$ cat config.mk
export PLATFORM = sky130hd
export DESIGN_NAME = iwc_core
export DESIGN_NICKNAME = d
export VERILOG_FILES = /design/src/core/iwc_pkg.sv /design/src/core/iwc_core.sv
export SDC_FILE = /design/constraint.sdc
export NUM_CORES = 1
export LEC_CHECK = 0
export BUFFER_PORTS_ARGS = -buffer_cell sky130_fd_sc_hd__clkbuf_2
export CAP_MARGIN = 40
export CORE_MARGIN = 2
export CORE_UTILIZATION = 35
export CTS_CLUSTER_DIAMETER = 100
export DETAILED_ROUTE_END_ITERATION = 8
export GPL_ROUTABILITY_DRIVEN = 0
export SETUP_SLACK_MARGIN = 0.15
export SYNTH_ARGS = -nofsm -noshare
export SYNTH_HDL_FRONTEND = slang
export SYNTH_SLANG_ARGS = --single-unit
$ cat constraint.sdc
create_clock -name i_clk -period 1.59 [get_ports i_clk]
set_clock_uncertainty 0.1 [all_clocks]
set_input_delay 0.2385 -clock i_clk [delete_from_list [all_inputs] [get_ports i_clk]]
set_output_delay 0.2385 -clock i_clk [all_outputs]
set_load 0.005 [all_outputs]
$ cat src/core/iwc_pkg.sv
// Purpose: Shared constants for the interrupt, wake and context block.
// Assumes: APB byte address is four times the register index.
// Notes: Rule summary follows.
// Function
// RL1 - Wake only from sources enabled before sleep.
// RL2 - Only clockless peripherals may wake the core.
// RL3 - After wake, vector if global enable set.
// RL4 - Execute one instruction before entering the handler.
// RL5 - Pin edge request gated by pin enable.
// RL6 - Edge select: set rising, clear falling.
// RL7 - Valid pin edge sets pin flag.
// RL8 - Pin flag with both enables redirects core.
// RL9 - Entry pushes return address on stack.
// RL10 - Entry saves context, except watchdog/powerdown bits.
// RL11 - Exit restores context from shadow copies.
// RL12 - Shadow copies readable and writable by software.
// RL13 - Peripheral enable bit layout, bit 2 zero.
// RL14 - Peripheral requests need peripheral enable too.
// RL15 - Software clears handled flag before returning.
package iwc_pkg;
	// ========================================================
	// Register indices, address width and unmapped read value.
	localparam logic [11:0] IRQ_CTRL_IDX = 12'h30B;
	localparam logic [11:0] PIE_IDX = 12'h091;
	localparam logic [11:0] OPTION_IDX = 12'h095;
	localparam logic [11:0] SHADOW_IDX = 12'hFE8;
	localparam int ADDR_W = 14;
	localparam logic [31:0] UNMAPPED_DATA = 32'h0000_0000;
	// ========================================================
	// Field positions of the interrupt control and option registers.
	localparam int GLB_EN_BIT = 7;
	localparam int PER_EN_BIT = 6;
	localparam int T0IE_BIT = 5;
	localparam int INTE_BIT = 4;
	localparam int CHG_EN_BIT = 3;
	localparam int T0IF_BIT = 2;
	localparam int PIN_FLAG_BIT = 1;
	localparam int CHG_FLAG_BIT = 0;
	localparam logic [7:0] FLAG_MASK = 8'h07;
	localparam int EDGE_BIT = 6;
	// ========================================================
	// Reset values and implemented bits.
	localparam logic [7:0] IRQ_CTRL_RST = 8'h00;
	localparam logic [7:0] PIE_RST = 8'h00;
	localparam logic [7:0] PIE_MASK = 8'hFB;
	localparam logic EDGE_RST = 1'b0;
	// ========================================================
	// Context slots, shadow index order.
	localparam int CTX_N = 8;
	localparam int CTX_STATUS = 0;
	localparam int CTX_WORK = 1;
	localparam int CTX_BANK = 2;
	localparam int CTX_PCHI = 3;
	localparam int CTX_FSR0L = 4;
	localparam int CTX_FSR0H = 5;
	localparam int CTX_FSR1L = 6;
	localparam int CTX_FSR1H = 7;
	// Status bits 4 and 3 hold watchdog expiry and powerdown.
	localparam logic [7:0] STATUS_SAVE_MASK = 8'hE7;
	localparam logic [7:0] CTX_RST = 8'h00;
	localparam int PC_W = 15;
	typedef enum logic [1:0] {RUN, SLEEP, WAKE_ONE} iwc_state_e;
endpackage

$ cat src/core/iwc_core.sv
// Purpose: Interrupt gating, sleep wake, pin edge detect and context shadowing.
// Assumes: Single 50 MHz clock, APB slave with zero wait states.
// Notes: The external pin is asynchronous and passes three flip-flops.
`timescale 1ns/1ps
module iwc_core #(
	// Peripheral sources that run without the system clock.
	parameter logic [7:0] P_WAKE_MASK = 8'hC9
) (
	// Clock and reset.
	input wire logic i_clk,
	input wire logic i_arst_n,
	// APB slave.
	input wire logic i_psel,
	input wire logic i_penable,
	input wire logic i_pwrite,
	input wire logic [iwc_pkg::ADDR_W-1:0] i_paddr,
	input wire logic [31:0] i_pwdata,
	output logic [31:0] o_prdata,
	output logic o_pready,
	output logic o_pslverr,
	// Interrupt sources.
	input wire logic i_ext_pin,
	input wire logic i_timer0_ovf,
	input wire logic i_pin_change,
	input wire logic [7:0] i_periph_flags,
	// Core sequencer.
	input wire logic i_sleep_enter,
	input wire logic i_instr_done,
	input wire logic i_irq_entry,
	input wire logic [iwc_pkg::PC_W-1:0] i_return_pc,
	input wire logic i_irq_exit,
	input wire logic [7:0] i_ctx_live [iwc_pkg::CTX_N],
	// Requests and context back to the core.
	output logic o_irq,
	output logic o_sleeping,
	output logic o_wake,
	output logic o_stack_push,
	output logic [iwc_pkg::PC_W-1:0] o_stack_pc,
	output logic o_restore_valid,
	output logic [7:0] o_ctx_restore [iwc_pkg::CTX_N]
);
	// ========================================================
	// Declarations.
	logic [7:0] ctrl, next_ctrl;
	logic [7:0] pie, next_pie;
	logic edge_sel, next_edge_sel;
	logic [7:0] shadow [iwc_pkg::CTX_N];
	logic [7:0] next_shadow [iwc_pkg::CTX_N];
	logic sync1, sync2, sync3, next_sync1, next_sync2, next_sync3;
	logic pin_level, next_pin_level, pin_primed, next_pin_primed;
	logic [2:0] fill, next_fill;
	logic ext_edge;
	iwc_pkg::iwc_state_e state, next_state;
	logic [7:0] snap_ctrl, next_snap_ctrl, snap_pie, next_snap_pie;
	logic next_wake;
	logic [31:0] next_prdata;
	logic next_pslverr;
	logic [11:0] idx;
	logic aligned, apb_wr, apb_setup, shadow_hit;
	logic pending, wake_src;

	// ========================================================
	// APB decode.
	// Read data is latched in the setup cycle so the access ends at once.
	assign o_pready = 1'b1;
	assign idx = i_paddr[iwc_pkg::ADDR_W-1:2];
	assign aligned = (i_paddr[1:0] == 2'b00);
	assign apb_setup = i_psel && !i_penable;
	assign apb_wr = i_psel && i_penable && i_pwrite && aligned;
	assign shadow_hit = (idx[11:3] == iwc_pkg::SHADOW_IDX[11:3]);

	always_comb begin
		next_prdata = iwc_pkg::UNMAPPED_DATA;
		next_pslverr = 1'b0;
		if (apb_setup) begin
			if (!aligned) begin
				next_pslverr = 1'b1;
			end else if (idx == iwc_pkg::IRQ_CTRL_IDX) begin
				next_prdata = {24'h00_0000, ctrl};
			end else if (idx == iwc_pkg::PIE_IDX) begin
				next_prdata = {24'h00_0000, pie & iwc_pkg::PIE_MASK}; // RL13
			end else if (idx == iwc_pkg::OPTION_IDX) begin
				next_prdata = {24'h00_0000, 1'b0, edge_sel, 6'h00};
			end else if (shadow_hit) begin
				next_prdata = {24'h00_0000, shadow[idx[2:0]]}; // RL12
			end else begin
				next_pslverr = 1'b1;
			end
		end else begin
			next_prdata = o_prdata;
			next_pslverr = o_pslverr;
		end
	end

	always_ff @(posedge i_clk or negedge i_arst_n) begin
		if (!i_arst_n) begin
			o_prdata <= iwc_pkg::UNMAPPED_DATA;
			o_pslverr <= 1'b0;
		end else begin
			o_prdata <= next_prdata;
			o_pslverr <= next_pslverr;
		end
	end

	// ========================================================
	// External pin synchroniser and edge detect.
	// The first stable level after the chain has filled only primes the
	// detector, so a pin that idles high does not fake a rising edge.
	always_comb begin
		next_sync1 = i_ext_pin;
		next_sync2 = sync1;
		next_sync3 = sync2;
		next_fill = {fill[1:0], 1'b1};
		next_pin_level = pin_level;
		next_pin_primed = pin_primed;
		ext_edge = 1'b0;
		// Reset values in the chain are not pin levels, so wait for the fill.
		if (fill[2] && (sync2 == sync3)) begin
			next_pin_level = sync3;
			next_pin_primed = 1'b1;
			ext_edge = pin_primed && (sync3 != pin_level) && (sync3 == edge_sel); // RL5 RL6
		end
	end

	always_ff @(posedge i_clk or negedge i_arst_n) begin
		if (!i_arst_n) begin
			sync1 <= 1'b0;
			sync2 <= 1'b0;
			sync3 <= 1'b0;
			fill <= 3'b000;
			pin_level <= 1'b0;
			pin_primed <= 1'b0;
		end else begin
			sync1 <= next_sync1;
			sync2 <= next_sync2;
			sync3 <= next_sync3;
			fill <= next_fill;
			pin_level <= next_pin_level;
			pin_primed <= next_pin_primed;
		end
	end

	// ========================================================
	// Control, enable and shadow registers.
	// Hardware flag sets are applied after the software clear, so a set wins.
	always_comb begin
		next_ctrl = ctrl;
		next_pie = pie;
		next_edge_sel = edge_sel;
		next_shadow = shadow;
		if (apb_wr) begin
			if (idx == iwc_pkg::IRQ_CTRL_IDX) begin
				next_ctrl = (i_pwdata[7:0] & ~iwc_pkg::FLAG_MASK) |
					(ctrl & iwc_pkg::FLAG_MASK & ~i_pwdata[7:0]);
			end else if (idx == iwc_pkg::PIE_IDX) begin
				next_pie = i_pwdata[7:0] & iwc_pkg::PIE_MASK; // RL13
			end else if (idx == iwc_pkg::OPTION_IDX) begin
				next_edge_sel = i_pwdata[iwc_pkg::EDGE_BIT]; // RL6
			end else if (shadow_hit) begin
				next_shadow[idx[2:0]] = i_pwdata[7:0]; // RL12
			end
		end
		if (ext_edge) begin
			next_ctrl[iwc_pkg::PIN_FLAG_BIT] = 1'b1; // RL7
		end
		if (i_timer0_ovf) begin
			next_ctrl[iwc_pkg::T0IF_BIT] = 1'b1;
		end
		if (i_pin_change) begin
			next_ctrl[iwc_pkg::CHG_FLAG_BIT] = 1'b1;
		end
		// Entry masks further requests until the handler returns.
		if (i_irq_entry) begin
			next_ctrl[iwc_pkg::GLB_EN_BIT] = 1'b0;
			next_shadow = i_ctx_live; // RL10
			next_shadow[iwc_pkg::CTX_STATUS] =
				i_ctx_live[iwc_pkg::CTX_STATUS] & iwc_pkg::STATUS_SAVE_MASK; // RL10
		end else if (i_irq_exit) begin
			next_ctrl[iwc_pkg::GLB_EN_BIT] = 1'b1;
		end
	end

	always_ff @(posedge i_clk or negedge i_arst_n) begin
		if (!i_arst_n) begin
			ctrl <= iwc_pkg::IRQ_CTRL_RST;
			pie <= iwc_pkg::PIE_RST;
			edge_sel <= iwc_pkg::EDGE_RST;
			shadow <= '{default: iwc_pkg::CTX_RST};
		end else begin
			ctrl <= next_ctrl;
			pie <= next_pie;
			edge_sel <= next_edge_sel;
			shadow <= next_shadow;
		end
	end

	// ========================================================
	// Request gating.
	// Flags stay set until software clears them, so an unhandled one re-fires.
	assign pending = (ctrl[iwc_pkg::T0IE_BIT] && ctrl[iwc_pkg::T0IF_BIT]) ||
		(ctrl[iwc_pkg::INTE_BIT] && ctrl[iwc_pkg::PIN_FLAG_BIT]) || // RL5
		(ctrl[iwc_pkg::CHG_EN_BIT] && ctrl[iwc_pkg::CHG_FLAG_BIT]) ||
		(ctrl[iwc_pkg::PER_EN_BIT] && |(pie & i_periph_flags)); // RL14 RL15
	assign o_irq = ctrl[iwc_pkg::GLB_EN_BIT] && pending && (state == iwc_pkg::RUN); // RL8
	assign o_sleeping = (state == iwc_pkg::SLEEP);
	// Timer0 runs on the system clock and is left out of the wake set.
	assign wake_src = (snap_ctrl[iwc_pkg::INTE_BIT] && ctrl[iwc_pkg::PIN_FLAG_BIT]) || // RL1
		(snap_ctrl[iwc_pkg::CHG_EN_BIT] && ctrl[iwc_pkg::CHG_FLAG_BIT]) ||
		(snap_ctrl[iwc_pkg::PER_EN_BIT] &&
		|(snap_pie & P_WAKE_MASK & i_periph_flags)); // RL1 RL2 RL14

	// ========================================================
	// Sleep and wake sequencing.
	always_comb begin
		next_state = state;
		next_snap_ctrl = snap_ctrl;
		next_snap_pie = snap_pie;
		next_wake = 1'b0;
		case (state)
			iwc_pkg::RUN: begin
				if (i_sleep_enter) begin
					next_snap_ctrl = ctrl; // RL1
					next_snap_pie = pie; // RL1
					next_state = iwc_pkg::SLEEP;
				end
			end
			iwc_pkg::SLEEP: begin
				if (wake_src) begin
					next_wake = 1'b1;
					next_state = ctrl[iwc_pkg::GLB_EN_BIT] ? iwc_pkg::WAKE_ONE : iwc_pkg::RUN; // RL3
				end
			end
			iwc_pkg::WAKE_ONE: begin
				if (i_instr_done) begin
					next_state = iwc_pkg::RUN; // RL4
				end
			end
			default: begin
				next_state = iwc_pkg::RUN;
			end
		endcase
	end

	always_ff @(posedge i_clk or negedge i_arst_n) begin
		if (!i_arst_n) begin
			state <= iwc_pkg::RUN;
			snap_ctrl <= iwc_pkg::IRQ_CTRL_RST;
			snap_pie <= iwc_pkg::PIE_RST;
			o_wake <= 1'b0;
		end else begin
			state <= next_state;
			snap_ctrl <= next_snap_ctrl;
			snap_pie <= next_snap_pie;
			o_wake <= next_wake;
		end
	end

	// ========================================================
	// Stack push and context restore toward the core.
	// Live watchdog and powerdown bits pass through, never the shadow ones.
	always_ff @(posedge i_clk or negedge i_arst_n) begin
		if (!i_arst_n) begin
			o_stack_push <= 1'b0;
			o_stack_pc <= '0;
			o_restore_valid <= 1'b0;
			o_ctx_restore <= '{default: iwc_pkg::CTX_RST};
		end else begin
			o_stack_push <= i_irq_entry; // RL9
			if (i_irq_entry) begin
				o_stack_pc <= i_return_pc; // RL9
			end
			o_restore_valid <= i_irq_exit && !i_irq_entry; // RL11
			if (i_irq_exit && !i_irq_entry) begin
				o_ctx_restore <= shadow; // RL11
				o_ctx_restore[iwc_pkg::CTX_STATUS] <=
					(shadow[iwc_pkg::CTX_STATUS] & iwc_pkg::STATUS_SAVE_MASK) |
					(i_ctx_live[iwc_pkg::CTX_STATUS] & ~iwc_pkg::STATUS_SAVE_MASK);
			end
		end
	end
endmodule

* Word level (Yosys, flattened, before mapping)
Cells that the tools add are included. W data, S select, Z words.
Storage, ports and cells: logic and storage cells 150, bits in registers 219
Cells by class: equality and inequality tests 15, bitwise gates (word level) 9, multiplexer cells 37, reduce and logical (&&, ||, !) cells 49, $lt $le $gt $ge 2
Operators by type and width (count):
- $mux W64 | 6
- $mux W8 | 9
- $bwmux W64 | 1
- $mux W32 | 1
- $bmux W8 S3 | 1
- $demux W8 S3 | 1
- $eq A12 B8 Y1 const B | 2
- $logic_and A1 B1 Y1 | 18
- $and A8 B8 Y8 | 2
- $reduce_bool A2 Y1 | 8
- $reduce_or A8 Y1 | 2
- $mux W1 | 13
- $eq A12 B10 Y1 const B | 1
- $reduce_and A2 Y1 | 6
- $ne A2 B2 Y1 const B | 5
- $eq A9 B9 Y1 const B | 1
- $and A3 B8 Y8 | 1
- $mux W2 | 4
- $not A8 Y8 | 1
- $or A8 B5 Y8 | 1
- $or A8 B8 Y8 | 1
- $pmux W2 S3 | 1
- $reduce_and A3 Y1 | 2
- $reduce_bool A3 Y1 | 2
- 14 further kinds | 22

* Depth between registers and ports, before layout
depth after elaboration 12, gate-level depth with buffers 8, gate-level depth less buffers 5

* Worst setup path after synthesis
OpenSTA, ideal clock, no wires.
kind input to register, start point input port i_paddr[6] (netlist bit), end point register shadow[21] (netlist bit), setup slack -0.219 ns, arrival time 1.583 ns, cell stages on the path 8, setup time 0.126 ns, required time 1.364 ns, cell sequence and4b_1 > and4b_1 > buf_4 > and3_1 > buf_2 > buf_4 > nor3b_1 > a221o_1
Between the ends: cells in the longest elaborated chain, start to end 3, elaborated cells on any way between the ends 9
Ends and longest elaborated chain:
- from (decl) | line iwc_core.sv:16 | input wire logic [iwc_pkg::ADDR_W-1:0] i_paddr,
- $eq A12 B10 Y1 (tied with other cells) | line iwc_core.sv:152 | if (idx == iwc_pkg::IRQ_CTRL_IDX) begin
- $ne A2 B2 Y1 (no source line) or $reduce_bool A2 Y1 (tied branches)
- $reduce_and A5 Y1 (no source line) *
- to (signal assigned) | line iwc_core.sv:193 | shadow <= next_shadow;
- to (decl) | line iwc_core.sv:47 | logic [7:0] shadow [iwc_pkg::CTX_N];
Every way passes the cells marked *; elsewhere a longest branch is shown, timed or not. A chain may end at the register's enable or synchronous reset.

* Final worst setup path
start point register pie[5], end point output port o_irq
Between the ends: cells in the longest elaborated chain, start to end 6
Ends and longest elaborated chain:
- from (decl) | line iwc_core.sv:45 | logic [7:0] pie, next_pie;
- from (signal assigned) | line iwc_core.sv:186 | pie <= iwc_pkg::PIE_RST;
- from (signal assigned) | line iwc_core.sv:191 | pie <= next_pie;
- $and A8 B8 Y8 | line iwc_core.sv:203 | (ctrl[iwc_pkg::PER_EN_BIT] && |(pie & i_periph_flags));
- $reduce_or A8 Y1 | line iwc_core.sv:203
- $logic_and A1 B1 Y1 | line iwc_core.sv:203
- $logic_or A1 B1 Y1 | line iwc_core.sv:202 | (ctrl[iwc_pkg::CHG_EN_BIT] && ctrl[iwc_pkg::CHG_FLAG_BIT]) ||
- $logic_and A1 B1 Y1 (2 in a row) | line iwc_core.sv:204 | assign o_irq = ctrl[iwc_pkg::GLB_EN_BIT] && pending && (state == iwc_pkg::RUN);
- to (decl) | line iwc_core.sv:34 | output logic o_irq,
Every way passes these cells.

==> reports/results.ini <==
[run]
cap_violations = 0

[run_status]
status = finished, violations left
violations = setup timing

[power_and_ir_drop]
p_per_area_nw_per_um2 = 899
total_power_mw = 12.2
irDropWorstVdd_v = 0.000534
leakagePower_nw = 6.29

[layout]
layout.nets = 1291
diodes = 0
area_growth_pct = 53.8
final_cells = 1483
fillCellCount = 2089
fin_util_pct = 55.2
drive_gt1_share_pct = 52.7

[critical_path]
crit_path_start_kind = register
max_stage_delay_ns = 0.39
cp.required_ns = 1.25
cp_num_buf_inv = 1
crit_path_top_delay_cell = dfrtp_1
crit_family = flip-flops
worstSetupEndpointType = primary output
critPathArrivalTime_ns = 1.53
crit_chain = a222oi_1 -> nand3_1 -> nand2_1 -> a21oi_2 -> clkbuf_2
path_class = register to primary output
worstPathMaxFanout = 2

[floorplan]
dieArea_um2 = 26400
die_y_um = 162
die_w_um = 162
ios = 263
start_util_pct = 35.9
row_count = 57
core_area_um2 = 24500

[sta]
setup_violations = 12
period_share_pct = 118
rsz0062_at_grt = true
fmax_mhz = 534
hold_viol = 0
hold_slack_ns = 0.0162
finalWorstSetupSlack_ns = -0.281
slew_violations = 0
period_needed_ns = 1.87

[placement]
dp.cells = 1347
place_ws_ns = -0.459
port_buffers = 212
hpwlAfterDp_mm = 21.7

[synth]
synth_ff_type = dfrtp_1
yosysSeqAreaShare_pct = 53.5
synth-edff-count = 0
synth_cells = 725
avgSynthCellArea_um2 = 12.1
async_flop_share_pct = 100
ys_ff_latch = 188
synth_area_um2 = 8790
yosysUniqueCellTypes = 56
yosysWarnings = 0

[clock_tree]
h-tree-depth = 4
cts_tree = yes
clock_latency_ns = 0.45
cts.path.max_buffers = 2
root_buffer = clkbuf_16
cts.clk_slew.worst_paths_ns = 0.07
cts.sinks = 188
cts_buffers = 17

[grt]
grt_pass1_vias = 7573
antenna_found_initial = 0
grt_max_degree = 63
grt_pass1_wl_mm = 44.1
track_usage_pct = 22.4
grt.overflow.total = 0

[detailed_routing]
wirelength_mm = 30.5
wl_met2_mm = 15.1
firstDrtPassIters = 5
ant_nets = 0
drt_iter0_drc = 687
routed-via-count = 7633
wl_met3_mm = 1.64
drc = 0
vias_per_cell = 5.15
routedLengthMet1_mm = 13.0
routed.top_layer = met4
post_drt_wl_per_cell_um = 20.6

[hold_path]
hold_class = primary input to register

path summary, 6_finish.rpt:
path	from	to	slack, ns	depth (start not counted)
min	i_instr_done	state[1]	0.02	3
min in group asynchronous	i_arst_n	o_stack_pc[6]	0.21	2
max reg2reg	shadow[9]	o_prdata[1]	-0.15	3
max	pie[5]	o_irq	-0.28	5
min reg2reg	next_sync2	next_sync3	0.25	0
max in group asynchronous	i_arst_n	shadow[9]	0.64	3
logic make-up after synthesis:
logic type             share of synthesized area (%)
buffers and inverters                           4.90
AND/OR/NAND/NOR                                 12.3
XOR/XNOR                                      0.0997
flip-flops                                      53.5
multiplexers                                    16.9
AO/OA/AOI/OAI                                   12.1
other                                         0.0855
report_power, final:
part	total [mW]	leakage (nW)	internal (mW)	switching, mW
Clock	4.11	0.276	2.15	1.96
Sequential	5.66	2.26	5.28	0.374
Combinational	2.39	3.75	1.34	1.04
Total	12.2	6.29	8.77	3.38
registers in the layout, indices dropped and copies added, names as in the netlist, 2 cells and up:
name and count:
snap_ctrl 3, pie 7, o_stack_pc 15, state 2, fill 3, o_ctx_restore 64
snap_pie 4, shadow 64, ctrl 8, o_prdata 8
cells in the final DEF (no fill, tap or decap), types with 5 or more instances in the layout:
cell and instances:
nor2b_1 39, dlygate4sd3_1 83, mux2_4 27, a22oi_1 6
nand3_1 9, a21oi_2 12, nand2_1 44, buf_12 17
o21ai_0 8, mux2i_1 8, clkbuf_16 19, a31oi_4 14
nor3b_1 9, buf_4 129, dfrtp_1 187, buf_6 9
conb_1 26, a21oi_1 20, a211oi_2 5, clkbuf_2 206
a31oi_1 11, nor3b_2 21, nor2_1 10, mux2_2 91
a221o_1 31
repair_timing:
action | in CTS | in global routing
resized for setup | 46 | 92
buffers inserted | 10 | 7
setup endpoints to repair | 33 | 76
cloned | 0 | 4
hold buffers | 83 | 0
hold endpoints to repair | 194 | 0
pin swaps | 19 | 60
layout make-up:
| class | instances | area (µm²) | area share, % |
|---|---|---|---|
| clock inverter | 11 | 86.3 | 0.639 |
| clock buffer | 21 | 470 | 3.48 |
| timing repair buffer | 450 | 3370 | 24.9 |
| tap | 324 | 405 | 3.00 |
| inverter | 4 | 15.0 | 0.111 |
| sequential | 188 | 4710 | 34.8 |
| multi-input combinational | 485 | 4460 | 33.0 |
synthesized netlist by cell type, types with 3 or more instances:
master     number  area share (%)
nor3b_1        31             2.6
and2_1          3            0.21
o211ai_1        4            0.34
mux4_2          3            0.77
a221o_1        31             3.5
nand3_1        12            0.68
and3_1          4            0.28
inv_1           4            0.17
a2bb2oi_1       4            0.40
dfrtp_1       188              54
o21ai_0        12            0.68
nor3_1          4            0.23
a211oi_1        6            0.51
nor2_1         13            0.56
mux2i_1         9             1.0
a31oi_1        25             1.8
buf_2          20             1.1
a222oi_1        3            0.34
a22oi_1         7            0.60
a21o_1          4            0.34
mux2_2        117              15
nand2_1        45             1.9
clkbuf_1       18            0.77
nand2b_1        6            0.43
buf_4          32             2.7
nor2b_1        40             2.8
a221oi_1        3            0.30
o22ai_1         4            0.28
a21oi_1        32             1.8
o221ai_1        6            0.60
worst register-to-register path, stage by stage (launching register included):
cell and delay [ns]:
dfrtp_2 0.45, mux4_2 0.49, mux2_4 0.31, a221o_1 0.29
routing by layer:
layer,track usage [%],vias up
li1,-,3488
met1,29.5,3838
met2,38.1,262
met3,3.34,45
met4,7.32,0
met5,0,-
metrics by stage:
stage	TNS (ns)	area, µm²
floorplan	-5.49	9110
global placement	-23.80	11300
detailed placement	-23.83	11300
global route	-1.23	13500
finish	-0.479	13500
CTS	-0.477	12900
No activity file was read; power rests on OpenSTA's default activity.
